### src/verilog/pmbc_pkg.sv
package pmbc_pkg;

  // operating configuration codes on the mode strap
  localparam logic [1:0] MODE_SINGLE = 2'h0; // single-chip
  localparam logic [1:0] MODE_SEP    = 2'h1; // expanded, separate bus
  localparam logic [1:0] MODE_MUX    = 2'h2; // expanded, multiplexed

  // reset values
  localparam logic [7:0] DIR_RESET  = 8'h00; // all lines input
  localparam logic [7:0] DATA_RESET = 8'h00; // output latches clear
  localparam logic [4:0] P2_RO_MASK = 5'h02; // bit 1 never driven from the port latch
  localparam logic [7:0] SEL_PAGE_RESET = 8'h00; // select window page

  // operating configuration
  typedef enum logic [1:0] {
    PMBC_SINGLE,                                  // no external bus
    PMBC_SEP,                                     // separate address/data
    PMBC_MUX                                      // time-shared port three
  } pmbc_mode_t;

  // one cpu bus cycle request
  typedef struct packed {
    logic        valid;                           // cycle in progress
    logic        wr;                              // write when high
    logic [15:0] addr;                            // full address
    logic [7:0]  wdata;                           // write data
  } pmbc_cyc_t;

  // one 8-bit port, three-signal form
  typedef struct packed {
    logic [7:0] dout;                             // driven level
    logic [7:0] oe;                               // high while driving
  } pmbc_pin_t;

  // multiplexed cycle phases
  typedef enum logic [1:0] {
    PMBC_PH_IDLE,                                 // no cycle
    PMBC_PH_ADDR,                                 // address on port three
    PMBC_PH_DATA                                  // data on port three
  } pmbc_phase_t;

endpackage

### src/verilog/pmbc_port.sv
`timescale 1ns/100ps
// one general purpose port: write-only direction and output latch
module pmbc_port #(
  parameter int WIDTH = 8                         // number of lines
) (
  input  wire logic             ref_clk,          // system clock
  input  wire logic             reset_n,          // async reset, low
  input  wire logic             dir_we,           // write direction
  input  wire logic             data_we,          // write output latch
  input  wire logic [WIDTH-1:0] wdata,            // cpu write data
  input  wire logic [WIDTH-1:0] no_drive,         // lines forced input
  input  wire logic [WIDTH-1:0] pin_in,           // pin levels
  output logic      [WIDTH-1:0] pin_out,          // driven levels
  output logic      [WIDTH-1:0] pin_oe,           // drive enables
  output logic      [WIDTH-1:0] rdata             // value read back
);

  // register set of one port
  typedef struct packed {
    logic [WIDTH-1:0] dir;                        // 1 = output
    logic [WIDTH-1:0] data;                       // output latch
  } pmbc_port_st_t;

  pmbc_port_st_t st;                              // current state
  pmbc_port_st_t next_st;                         // next state

  // direction and latch update
  always_comb begin
    next_st = st;
    if (dir_we) begin
      next_st.dir = wdata;                        // RQ9
    end
    if (data_we) begin
      next_st.data = wdata;
    end
  end

  // state register
  always_ff @(posedge ref_clk or negedge reset_n) begin
    if (!reset_n) begin
      st.dir  <= '0;
      st.data <= '0;
    end else begin
      st <= next_st;
    end
  end

  // outputs; reads give pins for inputs, latch for outputs, never dir
  assign pin_oe  = st.dir & ~no_drive;            // RQ9
  assign pin_out = st.data;
  assign rdata   = (st.data & pin_oe) | (pin_in & ~pin_oe); // RQ12

endmodule // pmbc_port

### src/verilog/pmbc_top.sv
`timescale 1ns/100ps
// Summary of operation
// (RQ1) three hardware-strapped operating configurations
// (RQ2) mode alters only ports three and four
// (RQ3) single-chip: no bus, ports three/four plain
// (RQ4) separate mode: port three is data bus
// (RQ5) separate mode: output-direction port-four lines carry address
// (RQ6) separate mode: decoded active-low select, 256 locations
// (RQ7) multiplexed: port three addr/data, four high address
// (RQ8) multiplexed: address strobe for external latch
// (RQ9) port one per-bit direction, one means output
// (RQ10) port two five lines, bit one input only; code still drives it under timer/serial takeover
// (RQ11) timer/serial enables take over port-two lines
// (RQ12) direction registers write-only, never read back
// (RQ13) mode strap captured at reset, held
module pmbc_top #(
  parameter logic [7:0] SEL_PAGE = pmbc_pkg::SEL_PAGE_RESET // select page
) (
  input  wire logic                ref_clk,       // 100 MHz clock
  input  wire logic                reset_n,       // async reset, low
  input  wire logic [1:0]          mode_strap,    // configuration pins
  input  pmbc_pkg::pmbc_cyc_t      cyc,           // internal bus cycle
  input  wire logic [4:0]          port_sel,      // one-hot port access
  input  wire logic                dir_access,    // access is to direction
  output logic      [7:0]          rdata,         // read data to cpu
  output logic                     ext_rd_valid,  // external read done
  input  wire logic [7:0]          p1_in,         // port one pins
  output pmbc_pkg::pmbc_pin_t      p1,            // port one drive
  input  wire logic [4:0]          p2_in,         // port two pins
  output logic      [4:0]          p2_out,        // port two levels
  output logic      [4:0]          p2_oe,         // port two enables
  input  wire logic [4:0]          fn_enable,     // timer/serial own line
  input  wire logic [4:0]          fn_out,        // timer/serial levels
  input  wire logic [4:0]          fn_oe,         // timer/serial enables
  input  wire logic [7:0]          p3_in,         // port three pins
  output pmbc_pkg::pmbc_pin_t      p3,            // port three drive
  input  wire logic [7:0]          p4_in,         // port four pins
  output pmbc_pkg::pmbc_pin_t      p4,            // port four drive
  output logic                     ext_select_n,  // external select, low
  output logic                     addr_latch_strobe, // address strobe
  output logic                     ext_rw         // bus direction, 1 read
);

  // whole block state
  typedef struct packed {
    logic                  captured;              // strap taken
    pmbc_pkg::pmbc_mode_t  mode;                  // held configuration
    pmbc_pkg::pmbc_phase_t phase;                 // mux cycle phase
    logic [15:0]           addr;                  // address of cycle
    logic [7:0]            wdata;                 // write data of cycle
    logic                  wr;                    // write cycle
    logic                  sel;                   // select asserted
    logic                  strobe;                // strobe asserted
    logic [7:0]            rd;                    // captured read data
    logic                  rd_valid;              // read data ready
  } pmbc_st_t;

  pmbc_st_t st;                                   // current state
  pmbc_st_t next_st;                              // next state

  logic [7:0] p1_rd;                              // port one read
  logic [7:0] p2_rd;                              // port two read
  logic [7:0] p3_rd;                              // port three read
  logic [7:0] p4_rd;                              // port four read
  logic [7:0] p3_gp_out;                          // port three latch
  logic [7:0] p3_gp_oe;                           // port three dir
  logic [7:0] p4_gp_out;                          // port four latch
  logic [7:0] p4_gp_oe;                           // port four dir
  logic [4:0] p2_gp_out;                          // port two latch
  logic [4:0] p2_gp_oe;                           // port two dir
  logic [7:0] p2_rd5;                             // padded port two read
  logic       ext_cyc;                            // cycle goes off chip
  logic [4:0] we_dir;                             // direction strobes
  logic [4:0] we_data;                            // latch strobes

  // register strobes from the one-hot port select
  assign we_dir  = port_sel & {5{cyc.valid & cyc.wr & dir_access}};
  assign we_data = port_sel & {5{cyc.valid & cyc.wr & ~dir_access}};

  // cycle leaves the chip only in expanded modes with no port hit
  always_comb begin
    ext_cyc = 1'b0;
    if (cyc.valid && (port_sel == 5'h00)) begin
      case (st.mode)
        pmbc_pkg::PMBC_SEP: begin
          ext_cyc = (cyc.addr[15:8] == SEL_PAGE); // RQ6
        end
        pmbc_pkg::PMBC_MUX: begin
          ext_cyc = 1'b1;                         // RQ7
        end
        default: begin
          ext_cyc = 1'b0;                         // RQ3
        end
      endcase
    end
  end

  // mode capture and external cycle sequencing
  always_comb begin
    next_st          = st;
    next_st.rd_valid = 1'b0;
    if (!st.captured) begin
      next_st.captured = 1'b1;                    // RQ13
      case (mode_strap)
        pmbc_pkg::MODE_SEP: next_st.mode = pmbc_pkg::PMBC_SEP; // RQ1
        pmbc_pkg::MODE_MUX: next_st.mode = pmbc_pkg::PMBC_MUX; // RQ1
        default:            next_st.mode = pmbc_pkg::PMBC_SINGLE; // RQ1
      endcase
    end
    case (st.phase)
      pmbc_pkg::PMBC_PH_IDLE: begin
        next_st.sel    = 1'b0;
        next_st.strobe = 1'b0;
        if (ext_cyc) begin
          next_st.addr   = cyc.addr;
          next_st.wdata  = cyc.wdata;
          next_st.wr     = cyc.wr;
          next_st.phase  = pmbc_pkg::PMBC_PH_ADDR;
          // strobe only in multiplexed mode, select only in separate
          next_st.strobe = (st.mode == pmbc_pkg::PMBC_MUX); // RQ8
          next_st.sel    = (st.mode == pmbc_pkg::PMBC_SEP); // RQ6
        end
      end
      pmbc_pkg::PMBC_PH_ADDR: begin
        next_st.strobe = 1'b0;                    // RQ8
        next_st.phase  = pmbc_pkg::PMBC_PH_DATA;
      end
      pmbc_pkg::PMBC_PH_DATA: begin
        next_st.sel      = 1'b0;
        next_st.phase    = pmbc_pkg::PMBC_PH_IDLE;
        next_st.rd       = p3_in;                 // RQ4
        next_st.rd_valid = ~st.wr;
      end
      default: begin
        next_st.phase = pmbc_pkg::PMBC_PH_IDLE;   // recover
      end
    endcase
  end

  // state register
  always_ff @(posedge ref_clk or negedge reset_n) begin
    if (!reset_n) begin
      st.captured <= 1'b0;
      st.mode     <= pmbc_pkg::PMBC_SINGLE;
      st.phase    <= pmbc_pkg::PMBC_PH_IDLE;
      st.addr     <= 16'h0000;
      st.wdata    <= pmbc_pkg::DATA_RESET;
      st.wr       <= 1'b0;
      st.sel      <= 1'b0;
      st.strobe   <= 1'b0;
      st.rd       <= pmbc_pkg::DATA_RESET;
      st.rd_valid <= 1'b0;
    end else begin
      st <= next_st;
    end
  end

  // port one: mode independent
  pmbc_port #(.WIDTH(8)) u_p1 (
    .ref_clk  (ref_clk),
    .reset_n  (reset_n),
    .dir_we   (we_dir[0]),
    .data_we  (we_data[0]),
    .wdata    (cyc.wdata),
    .no_drive (8'h00),
    .pin_in   (p1_in),
    .pin_out  (p1.dout),
    .pin_oe   (p1.oe),
    .rdata    (p1_rd)
  );

  // port two: five lines, bit one input only unless timer/serial takes it over
  pmbc_port #(.WIDTH(5)) u_p2 (
    .ref_clk  (ref_clk),
    .reset_n  (reset_n),
    .dir_we   (we_dir[1]),
    .data_we  (we_data[1]),
    .wdata    (cyc.wdata[4:0]),
    .no_drive (pmbc_pkg::P2_RO_MASK | fn_enable), // RQ10
    .pin_in   (p2_in),
    .pin_out  (p2_gp_out),
    .pin_oe   (p2_gp_oe),
    .rdata    (p2_rd[4:0])
  );
  assign p2_rd[7:5] = 3'h0;

  // timer and serial take their lines over general data
  assign p2_out = (fn_enable & fn_out) | (~fn_enable & p2_gp_out); // RQ11
  assign p2_oe  = (fn_enable & fn_oe) | p2_gp_oe; // RQ11
  assign p2_rd5 = p2_rd;

  // port three latch and direction, used in single-chip only
  pmbc_port #(.WIDTH(8)) u_p3 (
    .ref_clk  (ref_clk),
    .reset_n  (reset_n),
    .dir_we   (we_dir[2]),
    .data_we  (we_data[2]),
    .wdata    (cyc.wdata),
    .no_drive (8'h00),
    .pin_in   (p3_in),
    .pin_out  (p3_gp_out),
    .pin_oe   (p3_gp_oe),
    .rdata    (p3_rd)
  );

  // port four latch and direction
  pmbc_port #(.WIDTH(8)) u_p4 (
    .ref_clk  (ref_clk),
    .reset_n  (reset_n),
    .dir_we   (we_dir[3]),
    .data_we  (we_data[3]),
    .wdata    (cyc.wdata),
    .no_drive (8'h00),
    .pin_in   (p4_in),
    .pin_out  (p4_gp_out),
    .pin_oe   (p4_gp_oe),
    .rdata    (p4_rd)
  );

  // port three function by configuration
  always_comb begin
    p3.dout = p3_gp_out;                          // RQ3
    p3.oe   = p3_gp_oe;                           // RQ3
    case (st.mode)
      pmbc_pkg::PMBC_SEP: begin
        p3.dout = st.wdata;                       // RQ4
        p3.oe   = {8{st.sel & st.wr}};            // RQ4
      end
      pmbc_pkg::PMBC_MUX: begin
        if (st.phase == pmbc_pkg::PMBC_PH_ADDR) begin
          p3.dout = st.addr[7:0];                 // RQ7
          p3.oe   = 8'hff;                        // RQ7
        end else begin
          p3.dout = st.wdata;                     // RQ7
          p3.oe   = {8{(st.phase == pmbc_pkg::PMBC_PH_DATA) & st.wr}};
        end
      end
      default: begin
      end
    endcase
  end

  // port four function by configuration
  always_comb begin
    p4.dout = p4_gp_out;                          // RQ3
    p4.oe   = p4_gp_oe;                           // RQ3
    case (st.mode)
      pmbc_pkg::PMBC_SEP: begin
        p4.dout = st.addr[7:0];                   // RQ5
        p4.oe   = p4_gp_oe;                       // RQ5
      end
      pmbc_pkg::PMBC_MUX: begin
        p4.dout = st.addr[15:8];                  // RQ7
        p4.oe   = 8'hff;                          // RQ7
      end
      default: begin
      end
    endcase
  end

  // bus control pins
  assign ext_select_n      = ~st.sel;             // RQ6
  assign addr_latch_strobe = st.strobe;           // RQ8
  assign ext_rw            = ~st.wr | (st.phase == pmbc_pkg::PMBC_PH_IDLE);
  assign ext_rd_valid      = st.rd_valid;

  // read mux; direction registers always read as zero
  always_comb begin
    rdata = 8'h00;                                // RQ12
    if (dir_access) begin
      rdata = 8'h00;                              // RQ12
    end else if (st.rd_valid) begin
      rdata = st.rd;
    end else begin
      case (port_sel)
        5'h01:   rdata = p1_rd;                   // RQ2
        5'h02:   rdata = p2_rd5;                  // RQ2
        5'h04:   rdata = p3_rd;
        5'h08:   rdata = p4_rd;
        default: rdata = 8'h00;
      endcase
    end
  end

endmodule // pmbc_top

### config.mk
export PLATFORM = sky130hd
export DESIGN_NAME = pmbc_top
export DESIGN_NICKNAME = d
export VERILOG_FILES = /design/src/verilog/pmbc_pkg.sv /design/src/verilog/pmbc_port.sv /design/src/verilog/pmbc_top.sv
export SDC_FILE = /design/constraint.sdc
export NUM_CORES = 1
export LEC_CHECK = 0
export ABC_AREA = 1
export BUFFER_PORTS_ARGS = -buffer_cell sky130_fd_sc_hd__buf_4
export CAP_MARGIN = 10
export CORE_MARGIN = 3
export CORE_UTILIZATION = 45
export DETAILED_ROUTE_END_ITERATION = 10
export GPL_TIMING_DRIVEN = 1
export PLACE_DENSITY = 0.7
export SETUP_SLACK_MARGIN = 0.15
export SYNTH_ARGS = -nofsm -noshare
export SYNTH_HDL_FRONTEND = slang
export SYNTH_SLANG_ARGS = --single-unit
### constraint.sdc
create_clock -name ref_clk -period 2.1 [get_ports ref_clk]
set_clock_uncertainty 0.2 [all_clocks]
set_input_delay 0.315 -clock ref_clk [delete_from_list [all_inputs] [get_ports ref_clk]]
set_output_delay 0.315 -clock ref_clk [all_outputs]
set_load 0.01 [all_outputs]
* Word level (Yosys, flattened, before mapping)
Index checks and enable logic that the tools add are counted.
Storage, ports and cells: bits in registers 99, input bits 80, output and inout bits 70, logic and storage cells 85
Cells by class: equal/unequal tests 11, multiplexer cells 14, bitwise operators 35, reduce and logical (&&, ||, !) cells 7
Operators by type and width (number):
- 16-bit one-hot mux with 2 select lines | 2
- 8-bit bitwise AND | 6
- 8-bit one-hot mux with 4 select lines | 1
- 5-bit bitwise AND | 6
- 29-bit 2-to-1 mux | 1
- 8-bit inverter | 3
- 8-bit bitwise OR | 3
- 16-bit 2-to-1 mux | 1
- 8-bit 2-to-1 mux | 2
- 5-bit inverter | 3
- 5-bit bitwise OR | 3
- 4-bit bitwise AND | 2
- 8-bit zero test | 1
- 2-bit one-hot mux with 2 select lines | 2
- 2-bit by 1-bit == test with 1-bit output (second input constant) | 3
- 2-bit == test (second input constant) | 3
- 1-bit one-hot mux with 2 select lines | 3
- 1-bit bitwise AND | 5
- 5-bit by 1-bit == test with 1-bit output (second input constant) | 1
- 5-bit by 2-bit == test with 1-bit output (second input constant) | 1
- 5-bit by 3-bit == test with 1-bit output (second input constant) | 1
- 5-bit by 4-bit == test with 1-bit output (second input constant) | 1
- 5-bit zero test | 1
- 2-bit nonzero test | 2
- 7 further kinds | 10

* Longest topological paths before layout
word-level depth 8, gate-level depth with buffers 11, gate-level depth less buffers 9

* By module
Synthesis repeated with hierarchy kept, for this count alone.
Second synthesis, totals: cells, all modules 837, area, all modules 6058.3 µm²
Modules (own cells, without submodules):
- pmbc_top | times used 1, cells each 394, area each 2876.5 µm², seq. area each 1026.0 µm²
- pmbc_port at u_p1 ... | times used 3, cells each 122, area each 873.3 µm², seq. area each 400.4 µm²
- pmbc_port at u_p2 | times used 1, cells each 77, area each 561.8 µm², seq. area each 250.2 µm²

* Worst setup path before layout
OpenSTA, ideal clock, no wires.
path type reg-to-output, from register st[38] (netlist name), to output p3[11] (netlist name), arrival time 1.426 ns, required time 1.585 ns, slack 0.159 ns, cell stages (with the launch flop) 8, buffers on the path 2, cells stage by stage dfrtp_1 inv_1 ha_1 buf_2 clkinv_4 clkbuf_1 nor2_1 a21oi_1
RTL lines:
- from (decl) | RTL line pmbc_top.sv:58 | pmbc_st_t st;
- from (signal assigned) | RTL line pmbc_top.sv:154 | st <= next_st;
- to (decl) | RTL line pmbc_top.sv:36 | output pmbc_pkg::pmbc_pin_t p3,

==> results_dict.tcl <==
set metrics [dict create \
    worst_hold_slack_ns 0.0109 \
    chipHeight_um 113 \
    synth_top_cells_by_area "dfrtp_1 48%, nand2_1 18%, o21ai_0 9.5%" \
    cts.clk_slew.worst_paths_ns 0.07 \
    grt_max_degree 99 \
    avgViaCountPerCell 5.58 \
    critPathSlowestCell "dfrtp_2" \
    ys_ff_latch 98 \
    synth_edf_count 0 \
    finalHoldViolations 0 \
    synth.cell_area_um2 5140 \
    routedWlPerCell_um 17.5 \
    grt_usage 0.270 \
    min_path_type "input pin to flop" \
    wirelength_um 18200 \
    yosys.area.top_type "dfrtp_1" \
    synth_top_area_share 0.477 \
    ios 150 \
    tns_ns -2.08 \
    p_total_w 0.00570 \
    synth.distinct_cells 29 \
    antenna_cells 0 \
    layout_min_cycle_time_ns 2.34 \
    crit_required_ns 1.58 \
    clock_sinks 98 \
    vias 5782 \
    drv_cap 0 \
    io_buffers 149 \
    ir_drop_mv 0.482 \
    cts.path.max_buffers 2 \
    coreArea_um2 11000 \
    start_kind "flop" \
    place_congestion 0.895 \
    postPlaceCellArea_um2 6450 \
    critPathKind "flop to output pin" \
    worst_setup_path_end_kind "output pin" \
    slew_violations 0 \
    start_util 0.468 \
    tightest_slew_ns 0.537 \
    cts_tree "done" \
    relSlewSlack 0.642 \
    path_cells "nor2_4 > buf_4 > nor2_1 > nor2_1 > o21ai_1 > a21oi_1 > buf_4" \
    synth_ff_type "dfrtp_1" \
    final.fill_count 896 \
    syn_inst 705 \
    die_w_um 113 \
    drtAntennaViolNets 0 \
    leakagePower_nw 3.89 \
    seq_area_frac_synth 0.477 \
    row_count 38 \
    cellPowerDensity_nw_per_um2 761 \
    grt_pass1_vias 5298 \
    drt_first_iter_violations 570 \
    status "finished with violations" \
    area_delta_synth_final_pct 45.6 \
    slowest_delay_ns 0.44 \
    crit_fanout 4 \
    synth_common_cells "250 x nand2_1, 98 x dfrtp_1, 98 x o21ai_0, 59 x nor2_1, 55 x inv_1" \
    placedCellCount 985 \
    synthArstFlopShare 1.00 \
    synth.most_common_cell "nand2_1" \
    clockRootBuffer "clkbuf_16" \
    yosysWarningCount 0 \
    drive_gt1_frac 0.353 \
    die_area_um2 12700 \
    fin_area_um2 7480 \
    fin_ws_ns -0.236 \
    syn_nets 787 \
    insertion_delay_ns 0.35 \
    final_cells 1037 \
    syn_avg_cell_area_um2 7.29 \
    antenna_found_initial 0 \
    dr.pass1.iters 5 \
    nNetsFinal 974 \
    rrSetupSlack_ns 0.14 \
    numCtsBuffers 9 \
    dp_hpwl_um 12400 \
    report.final.setup_viol 27 \
    violations "negative setup slack" \
    drc_errors 0 \
    post-route-period-util 1.11 \
    htreeDepth 3 \
    timing.fmax_mhz 428 \
    rsz0062_at_grt "yes" \
    arrival_ns 1.82 \
    gr-total-overflow 0 \
    grt_pass1_wl_um 27200 \
]
[through the flow]
stage               setup slack [ns]   util
finish                        -0.236  0.681
detailed placement            0.0867  0.587
floorplan                      0.159      -
global route                  -0.284  0.681
global placement               0.151  0.587
CTS                          -0.0796  0.632
[state kept, by name, indices dropped and copies added (netlist names)]
register           cells
ext_rd_valid           1
u_p1.st                8
u_p4.st                8
u_p4.pin_out           8
addr_latch_strobe      1
u_p1.pin_out           8
u_p3.st                8
u_p2.st                4
u_p2.pin_out           5
u_p3.pin_out           8
st                    39
[power by group]
part | internal (W) | switching [W]
Combinational | 0.000771 | 0.000858
Sequential | 0.00213 | 0.000237
Clock | 0.000959 | 0.000747
[cell type report]
type                            count  area, um2  area share
Multi-Input combinational cell    527       2720       0.363
Timing Repair inverter              1       7.51     0.00100
Clock buffer                       10        239      0.0319
Sequential cell                    98       2460       0.328
Tap cell                          140        175      0.0234
Timing Repair Buffer              197       1590       0.212
Clock inverter                      6       66.3     0.00886
Inverter                           58        234      0.0313
[critical path, delay by kind of cell (launching register included)]
family                 cells  cell delay (ns)
AND/OR/NAND/NOR            3             0.43
buffers and inverters      2             0.33
flip-flops                 1             0.44
AO/OA/AOI/OAI              2             0.27
[routing by layer]
| layer | GRT usage | share of wire | vias up |
|---|---|---|---|
| li1 | - | - | 2669 |
| met1 | 0.368 | 0.39 | 2749 |
| met2 | 0.440 | 0.50 | 322 |
| met3 | 0.0460 | 0.088 | 42 |
| met4 | 0.0881 | 0.027 | 0 |
| met5 | 0 | 0 | - |
[path summary, 6_finish.rpt]
kind	from	to	cells after the start
hold reg to reg	addr_latch_strobe$_DFFE_PN0P_	addr_latch_strobe$_DFFE_PN0P_	2
setup reg to reg	st[38]$_DFFE_PN0N_	st[14]$_DFFE_PN0P_	9
max in group asynchronous	reset_n	st[38]$_DFFE_PN0N_	3
setup / recovery	st[37]$_DFFE_PN0P_	p3[9]	7
hold / removal	cyc[15]	st[27]$_DFFE_PN0P_	3
min in group asynchronous	reset_n	st[8]$_DFFE_PN0N_	3
[cell usage in the layout, fill, tap and decap left out, drive strengths merged]
master / synthesis / layout
o31ai: 1 / 1
inv: 57 / 57
nor3: 3 / 3
mux2: 1 / 1
dfrtp: 98 / 98
nand2: 251 / 251
clkbuf: 8 / 11
clkinv: 1 / 5
o21ai: 103 / 103
buf: 17 / 194
conb: 1 / 1
clkinvlp: 0 / 2
ha: 2 / 2
or2: 4 / 4
bufinv: 0 / 1
nor2: 62 / 62
nand3: 36 / 39
dlygate4sd3: 0 / 2
a21oi: 33 / 33
nand4: 27 / 27
[kinds of logic (layout without fill, tap and decap cells)]
family,after synthesis,in the layout,share of synthesized area
AO/OA/AOI/OAI,137,137,0.135
adder cells (fa/ha/maj),2,2,0.00487
AND/OR/NAND/NOR,383,386,0.315
other,1,1,0.000730
buffers and inverters,83,272,0.0657
multiplexers,1,1,0.00219
flip-flops,98,98,0.477
[what timing repair did]
action | 4_1_cts | 5_1_grt
hold buffers | 2 | 0
setup buffers | 5 | 22
hold endpoints to repair | 99 | 0
gates cloned | 2 | 5
pin swaps | 19 | 43
gates resized for setup | 57 | 87
endpoints found under the setup margin | 65 | 67
No activity file was read; power rests on OpenSTA's default activity.
